===== config.mk =====
export PLATFORM = sky130hd
export DESIGN_NAME = ctc_top
export DESIGN_NICKNAME = d
export VERILOG_FILES = /design/src/hw/ctc_pkg.sv /design/src/hw/ctc_top.sv
export SDC_FILE = /design/constraint.sdc
export NUM_CORES = 1
export LEC_CHECK = 0
export ABC_AREA = 1
export BUFFER_PORTS_ARGS = -buffer_cell sky130_fd_sc_hd__buf_2
export CORE_UTILIZATION = 47
export DETAILED_ROUTE_END_ITERATION = 8
export PLACE_DENSITY_LB_ADDON = 0.3
export SLEW_MARGIN = 0
export SYNTH_ARGS = -nofsm -noshare
export SYNTH_HDL_FRONTEND = slang
export SYNTH_SLANG_ARGS = --single-unit

===== constraint.sdc =====
create_clock -name sys_clk -period 3.6 [get_ports sys_clk]
set_clock_uncertainty 0.1 [all_clocks]
set_input_delay 0.36 -clock sys_clk [delete_from_list [all_inputs] [get_ports sys_clk]]
set_output_delay 0.36 -clock sys_clk [all_outputs]
set_load 0.01 [all_outputs]

===== src/hw/ctc_pkg.sv =====
// shared types and constants of the processor timing control block
package ctc_pkg;

  // ------------------------------------------------------------------
  // register map (word aligned byte addresses)
  // ------------------------------------------------------------------
  localparam logic [3:0] ADR_DCW  = 4'h0; // device_control_word
  localparam logic [3:0] ADR_AUX  = 4'h4; // four_state_read_mode
  localparam logic [3:0] ADR_STAT = 4'h8; // read-only status

  // device_control_word fields
  localparam int DCW_DW_LSB  = 0;  // data wait count, 3 bits
  localparam int DCW_IW_LSB  = 3;  // instruction wait count, 2 bits
  localparam int DCW_HALVE_BIT = 5; // clock_halve_select
  localparam int AUX_FSR_BIT = 0;  // four_state_read_mode
  localparam int STAT_RATE_BIT = 0; // processor clock currently halved
  localparam int STAT_CLK_BIT  = 1; // processor clock level
  localparam int STAT_IW_LSB   = 2; // instruction waits now in force

  // reset values
  localparam logic [1:0] IW_RST  = 2'h3;
  localparam logic [2:0] DW_RST  = 3'h7;
  localparam logic       HALVE_RST = 1'h1;
  localparam logic       FSR_RST = 1'h0;

  // last sys_clk cycle index inside one half state, per rate
  localparam logic SUB_LAST_FULL = 1'h0;
  localparam logic SUB_LAST_HALF = 1'h1;

  // ------------------------------------------------------------------
  // types
  // ------------------------------------------------------------------
  typedef enum logic [2:0] {
    CTC_TWO, CTC_PC3, CTC_PC4, CTC_PC4W, CTC_DM_WR, CTC_DM_RD
  } ctc_kind_e;

  typedef enum logic [2:0] {
    PH_CLR0, PH_CLR1, PH_FIRST, PH_MID1, PH_MID2, PH_WAIT, PH_FINAL
  } ctc_ph_e;

  typedef enum logic [1:0] {
    RS_DCW, RS_AUX, RS_STAT, RS_NONE
  } ctc_rsel_e;

  // instruction presented by the core at the start of each instruction
  typedef struct packed {
    ctc_kind_e   kind;
    logic [15:0] next_addr;
    logic [15:0] dm_addr;
    logic [7:0]  dm_wdata;
  } ctc_instr_s;

  // external data memory pins
  typedef struct packed {
    logic [7:0] ad;
    logic       ad_oe_n;
    logic [7:0] addr_hi;
    logic       addr_hi_valid;
    logic       ale;
    logic       write_n;
    logic       read_n;
  } ctc_dbus_s;

  typedef struct packed {
    ctc_ph_e     ph;
    logic        half;
    logic        sub;
    logic        osc;
    logic        rate_half;
    logic        parity;
    logic [1:0]  ret_cnt;
    ctc_kind_e   kind;
    logic        rd4;
    logic        second_word;
    logic [2:0]  wleft;
    logic [2:0]  wtarget;
    logic [2:0]  wseen;
    logic        halve_sel;
    logic [1:0]  iw_a;
    logic [1:0]  iw_s;
    logic [2:0]  dw;
    logic        fsr;
    logic        cpu_clk;
    logic        bclk;
    logic [15:0] iaddr;
    ctc_dbus_s   bus;
    logic [15:0] dm_addr;
    logic [7:0]  dm_wdata;
    logic [7:0]  rd_data;
    logic [7:0]  ad_s1;
    logic [7:0]  ad_s2;
    logic        instr_take;
    logic        wb_ack;
    logic [31:0] wb_dat;
  } ctc_state_s;

  localparam ctc_dbus_s BUS_RST = '{ad: 8'h00, ad_oe_n: 1'h0,
    addr_hi: 8'h00, addr_hi_valid: 1'h0, ale: 1'h0, write_n: 1'h1,
    read_n: 1'h1};

  localparam ctc_state_s STATE_RST = '{ph: PH_CLR0, kind: CTC_TWO,
    rate_half: 1'h1, halve_sel: HALVE_RST, iw_a: IW_RST, iw_s: IW_RST,
    dw: DW_RST, fsr: FSR_RST, bus: BUS_RST, iaddr: 16'h0000,
    dm_addr: 16'h0000, wb_dat: 32'h0000_0000, rd_data: 8'h00,
    ad_s1: 8'h00, ad_s2: 8'h00, default: 1'h0};

endpackage


===== src/hw/ctc_top.sv =====
// processor clock, instruction state sequencing and data memory strobes
//
// Implementation choices: the register addresses and the Wishbone register port.
`timescale 1ns/1ns

// Behaviour
// - processor clock runs at oscillator rate, or halved when select bit set
// - reset sets clock_halve_select, processor clock starts halved
// - reset clears processor clock; first crystal rise releases, second raises
// - writing zero switches to full rate at end of that instruction
// - writing one returns to halved one or two states after instruction ends
// - instructions last two to four states: first, intermediates, final
// - boundary clock rises at start, falls half state after address
// - three-state program control: address mid intermediate, clock falls at end
// - data access: boundary clock falls end first; latch strobe one-state pulse, mid first to mid intermediate
// - upper address driven first half to half after final; low byte muxed
// - write: data on bus through final plus half; write strobe in final
// - read: bus floats half after latch falls, driven again at final end
// - four-state read adds second intermediate; read strobe mid that state
// - four-state program control: address mid second intermediate, clock falls
// - two-word four-state instruction runs as two two-state instructions
// - instruction waits from bits four..three, data waits from bits two..zero
// - reset gives three instruction waits, seven data waits, no four-state read
// - instruction wait change: next if program control, else one later
// - all wait states go immediately before the final state
// - data access waits are max of data waits and instruction waits minus one
module ctc_top (
  // clock and reset
  input  logic                sys_clk,
  input  logic                sys_rst,
  // classic wishbone slave
  input  logic                wb_cyc_i,
  input  logic                wb_stb_i,
  input  logic                wb_we_i,
  input  logic [3:0]          wb_adr_i,
  input  logic [3:0]          wb_sel_i,
  input  logic [31:0]         wb_dat_i,
  output logic [31:0]         wb_dat_o,
  output logic                wb_ack_o,
  // core side
  input  ctc_pkg::ctc_instr_s instr,
  output logic                instr_take,
  output logic [7:0]          rd_data,
  // timing and program memory pins
  output logic                cpu_clk,
  output logic                instruction_boundary_clock,
  output logic [15:0]         instruction_address_bus,
  // data memory pins
  input  logic [7:0]          ad_in,
  output ctc_pkg::ctc_dbus_s  dbus
);

  ctc_pkg::ctc_state_s st;
  ctc_pkg::ctc_state_s next_st;

  // ------------------------------------------------------------------
  // helpers
  // ------------------------------------------------------------------
  // register decode, shared by the read and the write path
  function automatic ctc_pkg::ctc_rsel_e reg_sel(input logic [3:0] adr);
    ctc_pkg::ctc_rsel_e r;
    unique case (adr)
      ctc_pkg::ADR_DCW:  r = ctc_pkg::RS_DCW;
      ctc_pkg::ADR_AUX:  r = ctc_pkg::RS_AUX;
      ctc_pkg::ADR_STAT: r = ctc_pkg::RS_STAT;
      default:           r = ctc_pkg::RS_NONE;
    endcase
    return r;
  endfunction

  function automatic logic is_data(input ctc_pkg::ctc_kind_e k);
    return (k == ctc_pkg::CTC_DM_WR) || (k == ctc_pkg::CTC_DM_RD);
  endfunction

  // waits of one instruction: program control sees the newest count,
  // other kinds the count snapshotted one instruction earlier
  function automatic logic [2:0] wait_count(input ctc_pkg::ctc_kind_e k,
                                            input logic [1:0] iw_a,
                                            input logic [1:0] iw_s,
                                            input logic [2:0] dw);
    logic [2:0] iwm1;
    iwm1 = (iw_s == 2'h0) ? 3'h0 : {1'h0, iw_s - 2'h1};
    if (is_data(k))
      return (dw > iwm1) ? dw : iwm1;
    else if (k == ctc_pkg::CTC_PC3 || k == ctc_pkg::CTC_PC4)
      return {1'h0, iw_a};
    else
      return {1'h0, iw_s};
  endfunction

  // start of an instruction: processor clock rises, boundary clock rises
  function automatic ctc_pkg::ctc_state_s begin_instr(
      input ctc_pkg::ctc_state_s s, input ctc_pkg::ctc_instr_s ins);
    ctc_pkg::ctc_state_s r;
    ctc_pkg::ctc_kind_e  k;
    r = s;
    k = ins.kind;
    r.second_word = 1'h0;
    if (s.second_word) begin
      k = ctc_pkg::CTC_TWO;
    end else begin
      r.instr_take = 1'h1;
      if (ins.kind == ctc_pkg::CTC_PC4W) begin
        k = ctc_pkg::CTC_TWO;
        r.second_word = 1'h1;
      end
    end
    r.kind     = k;
    r.ph       = ctc_pkg::PH_FIRST;
    r.half     = 1'h0;
    r.cpu_clk  = 1'h1;
    r.bclk     = 1'h1;
    r.rd4      = s.fsr && (k == ctc_pkg::CTC_DM_RD);
    r.wleft    = wait_count(k, s.iw_a, s.iw_s, s.dw);
    r.wtarget  = r.wleft;
    r.wseen    = 3'h0;
    r.iw_s     = s.iw_a;
    r.dm_addr  = ins.dm_addr;
    r.dm_wdata = ins.dm_wdata;
    return r;
  endfunction

  // ------------------------------------------------------------------
  // next state
  // ------------------------------------------------------------------
  // one half state is one sys_clk cycle at full rate, two when halved
  always_comb begin
    logic hs_end;
    logic prog_ia;
    hs_end  = 1'h0;
    prog_ia = 1'h0;
    next_st = st;
    next_st.osc        = ~st.osc;
    next_st.instr_take = 1'h0;
    // data pins are asynchronous to us: two flops before use
    next_st.ad_s1 = ad_in;
    next_st.ad_s2 = st.ad_s1;

    // bus slave: ack one cycle after the request, dropped next cycle
    next_st.wb_ack = wb_cyc_i && wb_stb_i && !st.wb_ack;
    next_st.wb_dat = 32'h0000_0000;
    if (wb_cyc_i && wb_stb_i && !st.wb_ack) begin
      unique case (reg_sel(wb_adr_i))
        ctc_pkg::RS_DCW: begin
          next_st.wb_dat[ctc_pkg::DCW_DW_LSB +: 3]  = st.dw;
          next_st.wb_dat[ctc_pkg::DCW_IW_LSB +: 2]  = st.iw_a;
          next_st.wb_dat[ctc_pkg::DCW_HALVE_BIT]    = st.halve_sel;
          if (wb_we_i && wb_sel_i[0]) begin
            next_st.dw   = wb_dat_i[ctc_pkg::DCW_DW_LSB +: 3];
            next_st.iw_a = wb_dat_i[ctc_pkg::DCW_IW_LSB +: 2];
            next_st.halve_sel = wb_dat_i[ctc_pkg::DCW_HALVE_BIT];
          end
        end
        ctc_pkg::RS_AUX: begin
          next_st.wb_dat[ctc_pkg::AUX_FSR_BIT] = st.fsr;
          if (wb_we_i && wb_sel_i[0])
            next_st.fsr = wb_dat_i[ctc_pkg::AUX_FSR_BIT];
        end
        ctc_pkg::RS_STAT: begin
          next_st.wb_dat[ctc_pkg::STAT_RATE_BIT]   = st.rate_half;
          next_st.wb_dat[ctc_pkg::STAT_CLK_BIT]    = st.cpu_clk;
          next_st.wb_dat[ctc_pkg::STAT_IW_LSB +: 2] = st.iw_s;
        end
        ctc_pkg::RS_NONE: ; // unmapped: acked, reads zero, write dropped
      endcase
    end

    // halved rate stretches every half state to two cycles
    hs_end = (st.sub == (st.rate_half ? ctc_pkg::SUB_LAST_HALF
                                      : ctc_pkg::SUB_LAST_FULL));
    next_st.sub = hs_end ? 1'h0 : 1'h1;

    unique case (st.ph)
      // processor clock held low; released on crystal rising edges
      ctc_pkg::PH_CLR0: begin
        next_st.sub = 1'h0;
        if (!st.osc)
          next_st.ph = ctc_pkg::PH_CLR1;
      end
      ctc_pkg::PH_CLR1: begin
        next_st.sub = 1'h0;
        if (!st.osc)
          next_st = begin_instr(next_st, instr);
      end
      default: begin
        if (hs_end && !st.half) begin
          // falling processor clock edge: mid-state events
          next_st.half    = 1'h1;
          next_st.cpu_clk = 1'h0;
          prog_ia = (st.ph == ctc_pkg::PH_FIRST &&
                     (st.kind == ctc_pkg::CTC_TWO || is_data(st.kind)))
                 || (st.ph == ctc_pkg::PH_MID1 &&
                     st.kind == ctc_pkg::CTC_PC3)
                 || (st.ph == ctc_pkg::PH_MID2 &&
                     st.kind == ctc_pkg::CTC_PC4);
          if (prog_ia)
            next_st.iaddr = instr.next_addr;
          if (st.ph == ctc_pkg::PH_FIRST) begin
            // previous data access ends half a state after its final
            next_st.bus.addr_hi_valid = 1'h0;
            if (is_data(st.kind)) begin
              next_st.bus.ale           = 1'h1;
              next_st.bus.addr_hi       = st.dm_addr[15:8];
              next_st.bus.addr_hi_valid = 1'h1;
              next_st.bus.ad            = st.dm_addr[7:0];
              next_st.bus.ad_oe_n       = 1'h0;
            end
          end
          if (st.ph == ctc_pkg::PH_MID1 && is_data(st.kind))
            next_st.bus.ale = 1'h0;
          if (st.ph == ctc_pkg::PH_MID2 && st.rd4)
            next_st.bus.read_n = 1'h0;
        end else if (hs_end) begin
          // rising processor clock edge: the state ends
          next_st.half    = 1'h0;
          next_st.cpu_clk = 1'h1;
          unique case (st.ph)
            ctc_pkg::PH_FIRST: begin
              if (st.kind == ctc_pkg::CTC_TWO || is_data(st.kind))
                next_st.bclk = 1'h0;
              next_st.ph = (st.kind == ctc_pkg::CTC_TWO)
                ? ((st.wleft != 3'h0) ? ctc_pkg::PH_WAIT
                                      : ctc_pkg::PH_FINAL)
                : ctc_pkg::PH_MID1;
            end
            ctc_pkg::PH_MID1: begin
              if (st.kind == ctc_pkg::CTC_PC3)
                next_st.bclk = 1'h0;
              if (st.kind == ctc_pkg::CTC_DM_RD)
                next_st.bus.ad_oe_n = 1'h1;
              if (st.kind == ctc_pkg::CTC_PC4 || st.rd4)
                next_st.ph = ctc_pkg::PH_MID2;
              else
                next_st.ph = (st.wleft != 3'h0) ? ctc_pkg::PH_WAIT
                                                : ctc_pkg::PH_FINAL;
            end
            ctc_pkg::PH_MID2: begin
              if (st.kind == ctc_pkg::CTC_PC4)
                next_st.bclk = 1'h0;
              next_st.ph = (st.wleft != 3'h0) ? ctc_pkg::PH_WAIT
                                              : ctc_pkg::PH_FINAL;
            end
            ctc_pkg::PH_WAIT: begin
              next_st.wleft = st.wleft - 3'h1;
              next_st.wseen = st.wseen + 3'h1;
              if (st.wleft == 3'h1)
                next_st.ph = ctc_pkg::PH_FINAL;
            end
            ctc_pkg::PH_FINAL: begin
              next_st.bus.write_n = 1'h1;
              next_st.bus.read_n  = 1'h1;
              if (st.kind == ctc_pkg::CTC_DM_RD) begin
                next_st.rd_data     = st.ad_s2;
                next_st.bus.ad_oe_n = 1'h0;
              end
              next_st = begin_instr(next_st, instr);
            end
            default: next_st.ph = ctc_pkg::PH_CLR0;
          endcase
          // strobes cover wait states and the final state
          if (is_data(st.kind) && st.ph != ctc_pkg::PH_WAIT &&
              st.ph != ctc_pkg::PH_FINAL &&
              (next_st.ph == ctc_pkg::PH_WAIT ||
               next_st.ph == ctc_pkg::PH_FINAL)) begin
            if (st.kind == ctc_pkg::CTC_DM_WR)
              next_st.bus.write_n = 1'h0;
            else
              next_st.bus.read_n = 1'h0;
          end
          if (st.kind == ctc_pkg::CTC_DM_WR &&
              next_st.ph == ctc_pkg::PH_FINAL)
            next_st.bus.ad = st.dm_wdata;
          // rate changes happen only at state boundaries, clock rising
          if (!st.rate_half)
            next_st.parity = ~st.parity;
          if (st.ph == ctc_pkg::PH_FINAL && !st.halve_sel &&
              st.rate_half) begin
            next_st.rate_half = 1'h0;
            next_st.parity    = 1'h0;
          end else if (st.ret_cnt != 2'h0) begin
            next_st.ret_cnt = st.ret_cnt - 2'h1;
            if (st.ret_cnt == 2'h1)
              next_st.rate_half = 1'h1;
          end else if (st.ph == ctc_pkg::PH_FINAL && st.halve_sel &&
                       !st.rate_half) begin
            // even state count since the switch costs one more state
            next_st.ret_cnt = st.parity ? 2'h1 : 2'h2;
          end
        end
      end
    endcase
  end

  // state register; reset clears the processor clock at once
  always_ff @(posedge sys_clk or posedge sys_rst) begin
    if (sys_rst)
      st <= ctc_pkg::STATE_RST;
    else
      st <= next_st;
  end

  // outputs straight from the state register
  assign wb_dat_o                   = st.wb_dat;
  assign wb_ack_o                   = st.wb_ack;
  assign instr_take                 = st.instr_take;
  assign rd_data                    = st.rd_data;
  assign cpu_clk                    = st.cpu_clk;
  assign instruction_boundary_clock = st.bclk;
  assign instruction_address_bus    = st.iaddr;
  assign dbus                       = st.bus;
endmodule // ctc_top


==> flow_metrics.py, run 1 <==
metrics = {
    "final_layout": {
        "filler_cell_count": 1155,
        "layout.core_utilization_pct": 56.3,
        "antenna_cells": 0,
        "most_common_cell_after_layout_fill_and_taps_aside": "sky130_fd_sc_hd__buf_2",
        "area_delta_synth_final_pct": 17.4,
        "drive_above_1_share_pct": 32.9,
        "mostFrequentLayoutCells": "sky130_fd_sc_hd__buf_2 (121), sky130_fd_sc_hd__nand2_1 (119), sky130_fd_sc_hd__dfrtp_1 (111)",
        "final_cells": 911,
        "final_design_area_no_fill_um2": 7080,
        "final_nets": 826,
    },
    "global_route": {
        "global_route.usage.met2_pct": 32.6,
        "grt_antenna_before_repair": 0,
        "globalRouteMet1Util_pct": 24.1,
        "groute.layer.met3.usage_pct": 5.27,
        "grt_start_max_net_pins": 64,
        "grt_first_pass_wirelength_mm": 20.0,
        "vias_in_the_first_global_route": 4258,
        "grt_overflow_total": 0,
        "grt_util_all_layers_pct": 19.6,
        "gr-max-usage-layer": "met2",
    },
    "synth": {
        "synth_xor_xnor_area_share_pct": 0.415,
        "synth_flop_cell": "sky130_fd_sc_hd__dfrtp_1",
        "synth_cells": 636,
        "number_of_enable_type_register_cells_in_the_synthesized_netlist": 0,
        "syn-cell-area_um2": 6030,
        "synth_adder_area_share_pct": 0.830,
        "yosys_warn_count": 0,
        "synth-compound-area-share_pct": 10.9,
        "yosys_register_bits": 122,
        "synth_mux_area_share_pct": 5.27,
        "synthArstFlopShare_pct": 100,
        "avgSynthCellArea_um2": 9.48,
        "yosys.area_share.simple_pct": 15.5,
        "synth_sequential_area_ratio_pct": 50.9,
        "largest_family_of_logic_cells_by_synthesized_area": "buffers and inverters",
        "synth_cell_types": 48,
    },
    "floorplan": {
        "std_cell_rows": 41,
        "initial_core_util_pct": 48.0,
        "floorplan.core_area_um2": 12600,
        "floorplan.die_area_um2": 13300,
        "top_level_ports": 177,
        "floorplan.die.height_um": 115,
        "dieWidth_um": 115,
    },
    "power": {
        "power.leakage_uw": 0.00365,
        "power_report.internal_total_uw": 3900,
        "pwr-share-comb_pct": 33.0,
        "power.density_nw_per_um2": 840,
        "seq_power_share_pct": 35.5,
        "clkPwrFrac_pct": 31.6,
        "total_switching_power_uw": 2040,
        "power.share.switching_pct": 34.3,
        "irDropWorstVdd_v": 0.000432,
    },
    "setup_path": {
        "cp.required_ns": 3.83,
        "critPathLaunchType": "flop",
        "critPathMaxStageDelay_ns": 0.36,
        "crit_fanout": 8,
        "cp_data_arrival_time_ns": 2.74,
        "critPathBufInv": 3,
        "crit_path_cell_trace": "inv_1 -> nand3_2 -> nor2_2 -> nand2_2 -> nand2_1 -> nand2_1 -> ha_1 -> inv_1 -> nor2_1 -> nand3_1 -> nand2_1 -> inv_1 -> nand2_1 -> nand2_1 -> nand3_1 -> nand2_1 -> a21oi_1",
        "worstSetupEndpointType": "flop",
        "timing.critical_path.mode_cell": "sky130_fd_sc_hd__nand2_1",
        "cpLargestDelayFamily": "simple AND/OR/NAND/NOR gates",
        "crit_type": "flop to flop",
        "critPathSlowestCell": "sky130_fd_sc_hd__dfrtp_1",
    },
    "outcome": {
        "status": "finished, final reports clean",
    },
    "timing": {
        "min_period_ns": 2.51,
        "grt_setup_unrepaired": "no",
        "drv_slew": 0,
        "finalCritPeriodShare_pct": 69.8,
        "tightest_slew_ns": 0.670,
        "finalHoldViolations": 0,
        "relSlewSlack_pct": 55.2,
        "achievable-frequency_ghz": 0.398,
        "finalSetupTns_ns": 0,
        "setup-violations-final": 0,
    },
    "placed_design": {
        "routability_congestion_estimate_from_global_placement": 0.811,
        "portBuffers": 121,
        "placedCellCount": 870,
        "hpwl_mm": 8.50,
        "placed_cell_area_um2": 6330,
    },
    "routing": {
        "drtPass1Iterations": 4,
        "antenna_left": 0,
        "vias": 4302,
        "remaining_drc_errors": 0,
        "route.detailed.vias_per_inst": 4.72,
        "routed_wirelength_mm": 11.7,
        "drt-wirelength-per-cell_um": 12.9,
        "drt_first_iter_violations": 156,
    },
    "cts": {
        "clkLatencyLatePin_ns": 0.41,
        "cts_made_buffers": 17,
        "clockBufferDepth": 2,
        "tritoncts_num_sinks": 122,
        "cts_htree_levels": 4,
        "tritoncts": "built",
        "ctsRootBufferMaster": "sky130_fd_sc_hd__clkbuf_16",
        "cts.repair.resized": 0,
        "cts.clk_slew.worst_paths_ns": 0.05,
    },
    "hold_path": {
        "min-delay-path-class": "input port to flop",
    },
    "job": {
        "maxCapViolCount": 0,
    },
}
synth_stat cells (2+ instances only):
master                     count  area, um2
sky130_fd_sc_hd__inv_2        14       52.6
sky130_fd_sc_hd__nor2_2        6       37.5
sky130_fd_sc_hd__inv_1        75        282
sky130_fd_sc_hd__mux2_2       12        135
sky130_fd_sc_hd__nor3_2        2       20.0
sky130_fd_sc_hd__o211ai_1      3       22.5
sky130_fd_sc_hd__nor3_1        8       40.0
sky130_fd_sc_hd__buf_4        77        578
sky130_fd_sc_hd__mux2_4       10        150
sky130_fd_sc_hd__a21oi_1      19       95.1
sky130_fd_sc_hd__buf_2         6       30.0
sky130_fd_sc_hd__nand4_1       2       12.5
sky130_fd_sc_hd__nand2_4       3       33.8
sky130_fd_sc_hd__o21ai_2      11       96.3
sky130_fd_sc_hd__nor2_4        2       22.5
sky130_fd_sc_hd__nand3b_1      2       15.0
sky130_fd_sc_hd__dfstp_2      11        289
sky130_fd_sc_hd__nand2_2      11       68.8
sky130_fd_sc_hd__o41ai_1       2       17.5
sky130_fd_sc_hd__nand3_1      21        105
sky130_fd_sc_hd__o22ai_1       9       56.3
sky130_fd_sc_hd__dfrtp_1     111       2780
sky130_fd_sc_hd__o21a_1        2       15.0
sky130_fd_sc_hd__a31oi_1       2       12.5
sky130_fd_sc_hd__o21ai_1      25        125
sky130_fd_sc_hd__nand2_1     119        447
sky130_fd_sc_hd__mux2_1        2       22.5
sky130_fd_sc_hd__nor2_1       17       63.8
sky130_fd_sc_hd__o21ai_0      30        150
sky130_fd_sc_hd__ha_1          4       50.1
per-layer routing:
layer,up-vias,wire length (um)
li1,2129,-
met1,2049,5220
met2,106,5710
met3,18,525
met4,0,259
met5,-,0
worst paths after layout:
kind | from | end | slack [ns] | cells after the start
max | wb_ack_o | st[137] | 1.09 | 17
min | instr[18] | st[76] | 0.06 | 3
max reg2reg | wb_ack_o | st[137] | 1.09 | 17
min reg2reg | st[49] | st[41] | 0.25 | 0
max in group asynchronous | sys_rst | st[147] | 2.10 | 4
min in group asynchronous | sys_rst | st[47] | 0.45 | 3
repair_timing:
item	CTS	global route
buffers inserted	0	0
hold endpoints to repair	32	0
hold buffers	9	0
worst reg2reg max path: stages, from the launching register on:
cell                      delay [ns]
sky130_fd_sc_hd__dfrtp_1        0.36
sky130_fd_sc_hd__inv_1          0.06
sky130_fd_sc_hd__nand3_2        0.16
sky130_fd_sc_hd__nor2_2         0.27
sky130_fd_sc_hd__nand2_2        0.17
sky130_fd_sc_hd__nand2_1        0.09
sky130_fd_sc_hd__nand2_1        0.09
sky130_fd_sc_hd__ha_1           0.33
sky130_fd_sc_hd__inv_1          0.05
sky130_fd_sc_hd__nor2_1         0.13
sky130_fd_sc_hd__nand3_1        0.09
sky130_fd_sc_hd__nand2_1        0.07
sky130_fd_sc_hd__inv_1          0.06
sky130_fd_sc_hd__nand2_1        0.08
sky130_fd_sc_hd__nand2_1        0.05
sky130_fd_sc_hd__nand3_1        0.06
sky130_fd_sc_hd__nand2_1        0.05
sky130_fd_sc_hd__a21oi_1        0.13
sequential cells by signal, summed over array words and instances (netlist names):
name,cells
instruction_boundary_clock,1
instruction_address_bus,16
wb_ack_o,1
st,67
wb_dat_o,6
dbus,21
rd_data,8
instr_take,1
cpu_clk,1
through the flow:
| step | power, uW | setup slack (ns) | hold WS [ns] |
|---|---|---|---|
| floorplan | 3790 | 1.46 | 0.231 |
| global placement | 4030 | 1.15 | 0.233 |
| detailed placement | 4090 | 1.03 | 0.235 |
| CTS | 6000 | 1.09 | 0.0422 |
| global route | 6350 | 0.861 | 0.0549 |
| finish | 5940 | 1.09 | 0.0560 |
kinds of logic (layout without fill, tap and decap cells):
| logic type | Yosys count | in the layout |
|---|---|---|
| compound gates | 109 | 109 |
| fa+ha+maj | 4 | 4 |
| flops | 122 | 122 |
| simple gates | 198 | 198 |
| buf+inv | 175 | 253 |
| xor+xnor | 2 | 2 |
| mux | 25 | 25 |
| other cells | 1 | 26 |
final cells by class:
| class | instances | area [um2] | area share (%) |
|---|---|---|---|
| clock buffer | 19 | 433 | 6.12 |
| inverter | 89 | 338 | 4.77 |
| multi-input combinational | 364 | 2080 | 29.3 |
| tap | 172 | 215 | 3.04 |
| sequential | 122 | 3070 | 43.3 |
| timing repair buffer | 132 | 723 | 10.2 |
| clock inverter | 13 | 224 | 3.16 |
power by group through the flow:
stage | combinational [uW] | sequential, uW | clock (uW)
after detailed placement | 1950 | 2130 | 0
after global routing | 2220 | 2160 | 1970
after CTS | 1980 | 2110 | 1910
after global placement | 1930 | 2110 | 0
final | 1960 | 2110 | 1880
after floorplan | 1710 | 2080 | 0
Note: power is estimated with default switching activity, not from simulation.
==> run 2: changes to the inputs <==
clock period = 2.2 ns   (was 3.6 ns; I/O delays follow)
==> flow_metrics.py, run 2 (same netlist as run 1, synthesis figures left out) <==
metrics = {
    "outcome": {
        "status": "finished, final reports clean",
    },
    "placed_design": {
        "placed_cell_area_um2": 6440,
        "portBuffers": 121,
        "hpwl_mm": 8.69,
        "routability_congestion_estimate_from_global_placement": 0.903,
        "preCtsSetupSlack_ns": 0.0297,
    },
    "final_layout": {
        "largest_reg_flops": 67,
        "antenna_cells": 0,
        "layout.core_utilization_pct": 60.5,
        "final_nets": 883,
        "layout.area.seq_um2": 3070,
        "register_with_the_highest_flop_count": "st",
        "mostFrequentLayoutCells": "sky130_fd_sc_hd__buf_2 (121), sky130_fd_sc_hd__nand2_1 (115), sky130_fd_sc_hd__dfrtp_1 (111)",
        "area_delta_synth_final_pct": 26.1,
        "most_common_cell_after_layout_fill_and_taps_aside": "sky130_fd_sc_hd__buf_2",
        "final_design_area_no_fill_um2": 7600,
        "drive_above_1_share_pct": 33.4,
        "multi_input_comb_area_um2": 2120,
        "filler_cell_count": 1057,
    },
    "floorplan": {
        "floorplan.die.height_um": 115,
        "dieWidth_um": 115,
        "top_level_ports": 177,
        "initial_core_util_pct": 48.0,
        "std_cell_rows": 41,
        "floorplan.die_area_um2": 13300,
        "floorplan.core_area_um2": 12600,
    },
    "job": {
        "maxCapViolCount": 0,
    },
    "setup_path": {
        "timing.critical_path.mode_cell": "sky130_fd_sc_hd__nand2_2",
        "critPathLaunchType": "flop",
        "critPathSlowestCell": "sky130_fd_sc_hd__dfrtp_1",
        "cp.required_ns": 2.45,
        "cpLargestDelayFamily": "simple AND/OR/NAND/NOR gates",
        "worstSetupEndpointType": "flop",
        "critPathBufInv": 3,
        "crit_fanout": 4,
        "cp_data_arrival_time_ns": 2.33,
        "critPathMaxStageDelay_ns": 0.37,
        "crit_path_cell_trace": "inv_1 -> nand3_2 -> nor2_4 -> nand2_2 -> nand2_2 -> nand2_2 -> ha_4 -> inv_1 -> nor2_2 -> nand3_1 -> nand2_1 -> inv_2 -> nand2_2 -> nand2_1 -> nand3_2 -> nand2_2 -> a21oi_2",
        "crit_type": "flop to flop",
    },
    "timing": {
        "finalCritPeriodShare_pct": 95.0,
        "achievable-frequency_ghz": 0.479,
        "drv_slew": 0,
        "min_period_ns": 2.09,
        "relSlewSlack_pct": 57.2,
        "finalSetupTns_ns": 0,
        "tightest_slew_ns": 0.640,
        "setup-violations-final": 0,
        "finalHoldViolations": 0,
        "fin_ws_ns": 0.111,
        "worst_hold_slack_ns": 0.0221,
    },
    "routing": {
        "antenna_left": 0,
        "remaining_drc_errors": 0,
        "route.detailed.vias_per_inst": 4.71,
        "drt_first_iter_violations": 245,
        "vias": 4564,
        "drt-wirelength-per-cell_um": 13.2,
        "drtPass1Iterations": 4,
        "routed_wirelength_mm": 12.8,
    },
    "power": {
        "irDropWorstVdd_v": 0.000647,
        "clkPwrFrac_pct": 28.1,
        "total_switching_power_uw": 3480,
        "pwr-share-comb_pct": 35.8,
        "power.leakage_uw": 0.00386,
        "power.density_nw_per_um2": 1260,
        "power_report.internal_total_uw": 6090,
        "seq_power_share_pct": 36.1,
        "power.share.switching_pct": 36.3,
    },
    "cts": {
        "tritoncts_num_sinks": 122,
        "clkLatencyLatePin_ns": 0.41,
        "cts_made_buffers": 17,
        "ctsRootBufferMaster": "sky130_fd_sc_hd__clkbuf_16",
        "tritoncts": "built",
        "cts_htree_levels": 4,
        "cts.clk_slew.worst_paths_ns": 0.06,
        "clockBufferDepth": 2,
    },
    "global_route": {
        "grt_antenna_before_repair": 0,
        "vias_in_the_first_global_route": 4469,
        "grt_overflow_total": 0,
        "grt_util_all_layers_pct": 20.8,
        "grt_first_pass_wirelength_mm": 21.0,
        "grt_start_max_net_pins": 123,
    },
    "hold_path": {
        "min-delay-path-class": "input port to flop",
    },
}
## run 2: cell count changes in the layout (fill, tap and decap cells not counted), moves of 3 or more
cell                            delta
sky130_fd_sc_hd__dlygate4sd3_1    +44
sky130_fd_sc_hd__clkinvlp_4        +3
sky130_fd_sc_hd__buf_4            +11
sky130_fd_sc_hd__nand2_1           -4
sky130_fd_sc_hd__nand2_2           +4
sky130_fd_sc_hd__bufinv_16         -4
sky130_fd_sc_hd__inv_6             +3
## run 2: area by class of cell
type                    count  area share, %
clock buffers              19           5.70
clock inverters            13           1.88
inverters                  89           4.44
multi-input cells         364           27.9
flip-flops and latches    122           40.3
well taps                 172           2.83
repair buffers            189           16.9
## run 2: worst paths after layout
path,from,endpoint,slack (ns),cells after the start
setup reg to reg,wb_ack_o,st[136],0.11,17
min in group asynchronous,sys_rst,st[43],0.43,4
setup / recovery,wb_ack_o,st[136],0.11,17
hold reg to reg,st[48],st[40],0.25,0
hold / removal,wb_dat_i[4],st[128],0.02,3
max in group asynchronous,sys_rst,instruction_address_bus[1],1.08,4
## run 2: power by group through the flow
stage | sequential [uW] | clock (uW) | combinational, uW
6_report | 3460 | 2680 | 3430
5_1_grt | 3560 | 2850 | 3820
4_1_cts | 3460 | 2760 | 3400
3_5_place_dp | 3490 | 0 | 3300
3_3_place_gp | 3450 | 0 | 3230
2_1_floorplan | 3400 | 0 | 2800
## run 2: timing repair
| item | 4_1_cts | 5_1_grt |
|---|---|---|
| hold buffers | 53 | 0 |
| endpoints found under the hold margin | 164 | 0 |
| setup endpoints to repair | 0 | 2 |
| gates resized for setup | 0 | 11 |
| buffers inserted | 0 | 1 |
## run 2: routing by layer
metal / wire length (um) / share of wire, % / vias to the layer above / global-route usage [%]
met3: 568 / 4.4 / 21 / 4.90
li1: - / - / 2234 / -
met5: 0 / 0 / - / 0
met2: 6440 / 50 / 132 / 35.3
met1: 5550 / 43 / 2177 / 25.3
met4: 256 / 2.0 / 0 / 9.26
## run 2: worst min-delay path, cell delays in order
cell and delay [ns]:
sky130_fd_sc_hd__buf_2 0.08, sky130_fd_sc_hd__o21ai_0 0.10, sky130_fd_sc_hd__inv_1 0.09
## run 2: stage by stage
stage               instances  total power (uW)
global placement          882              6690
detailed placement        882              6800
CTS                       967              9620
floorplan                 661              6200
finish                    968              9570
global route              968             10200
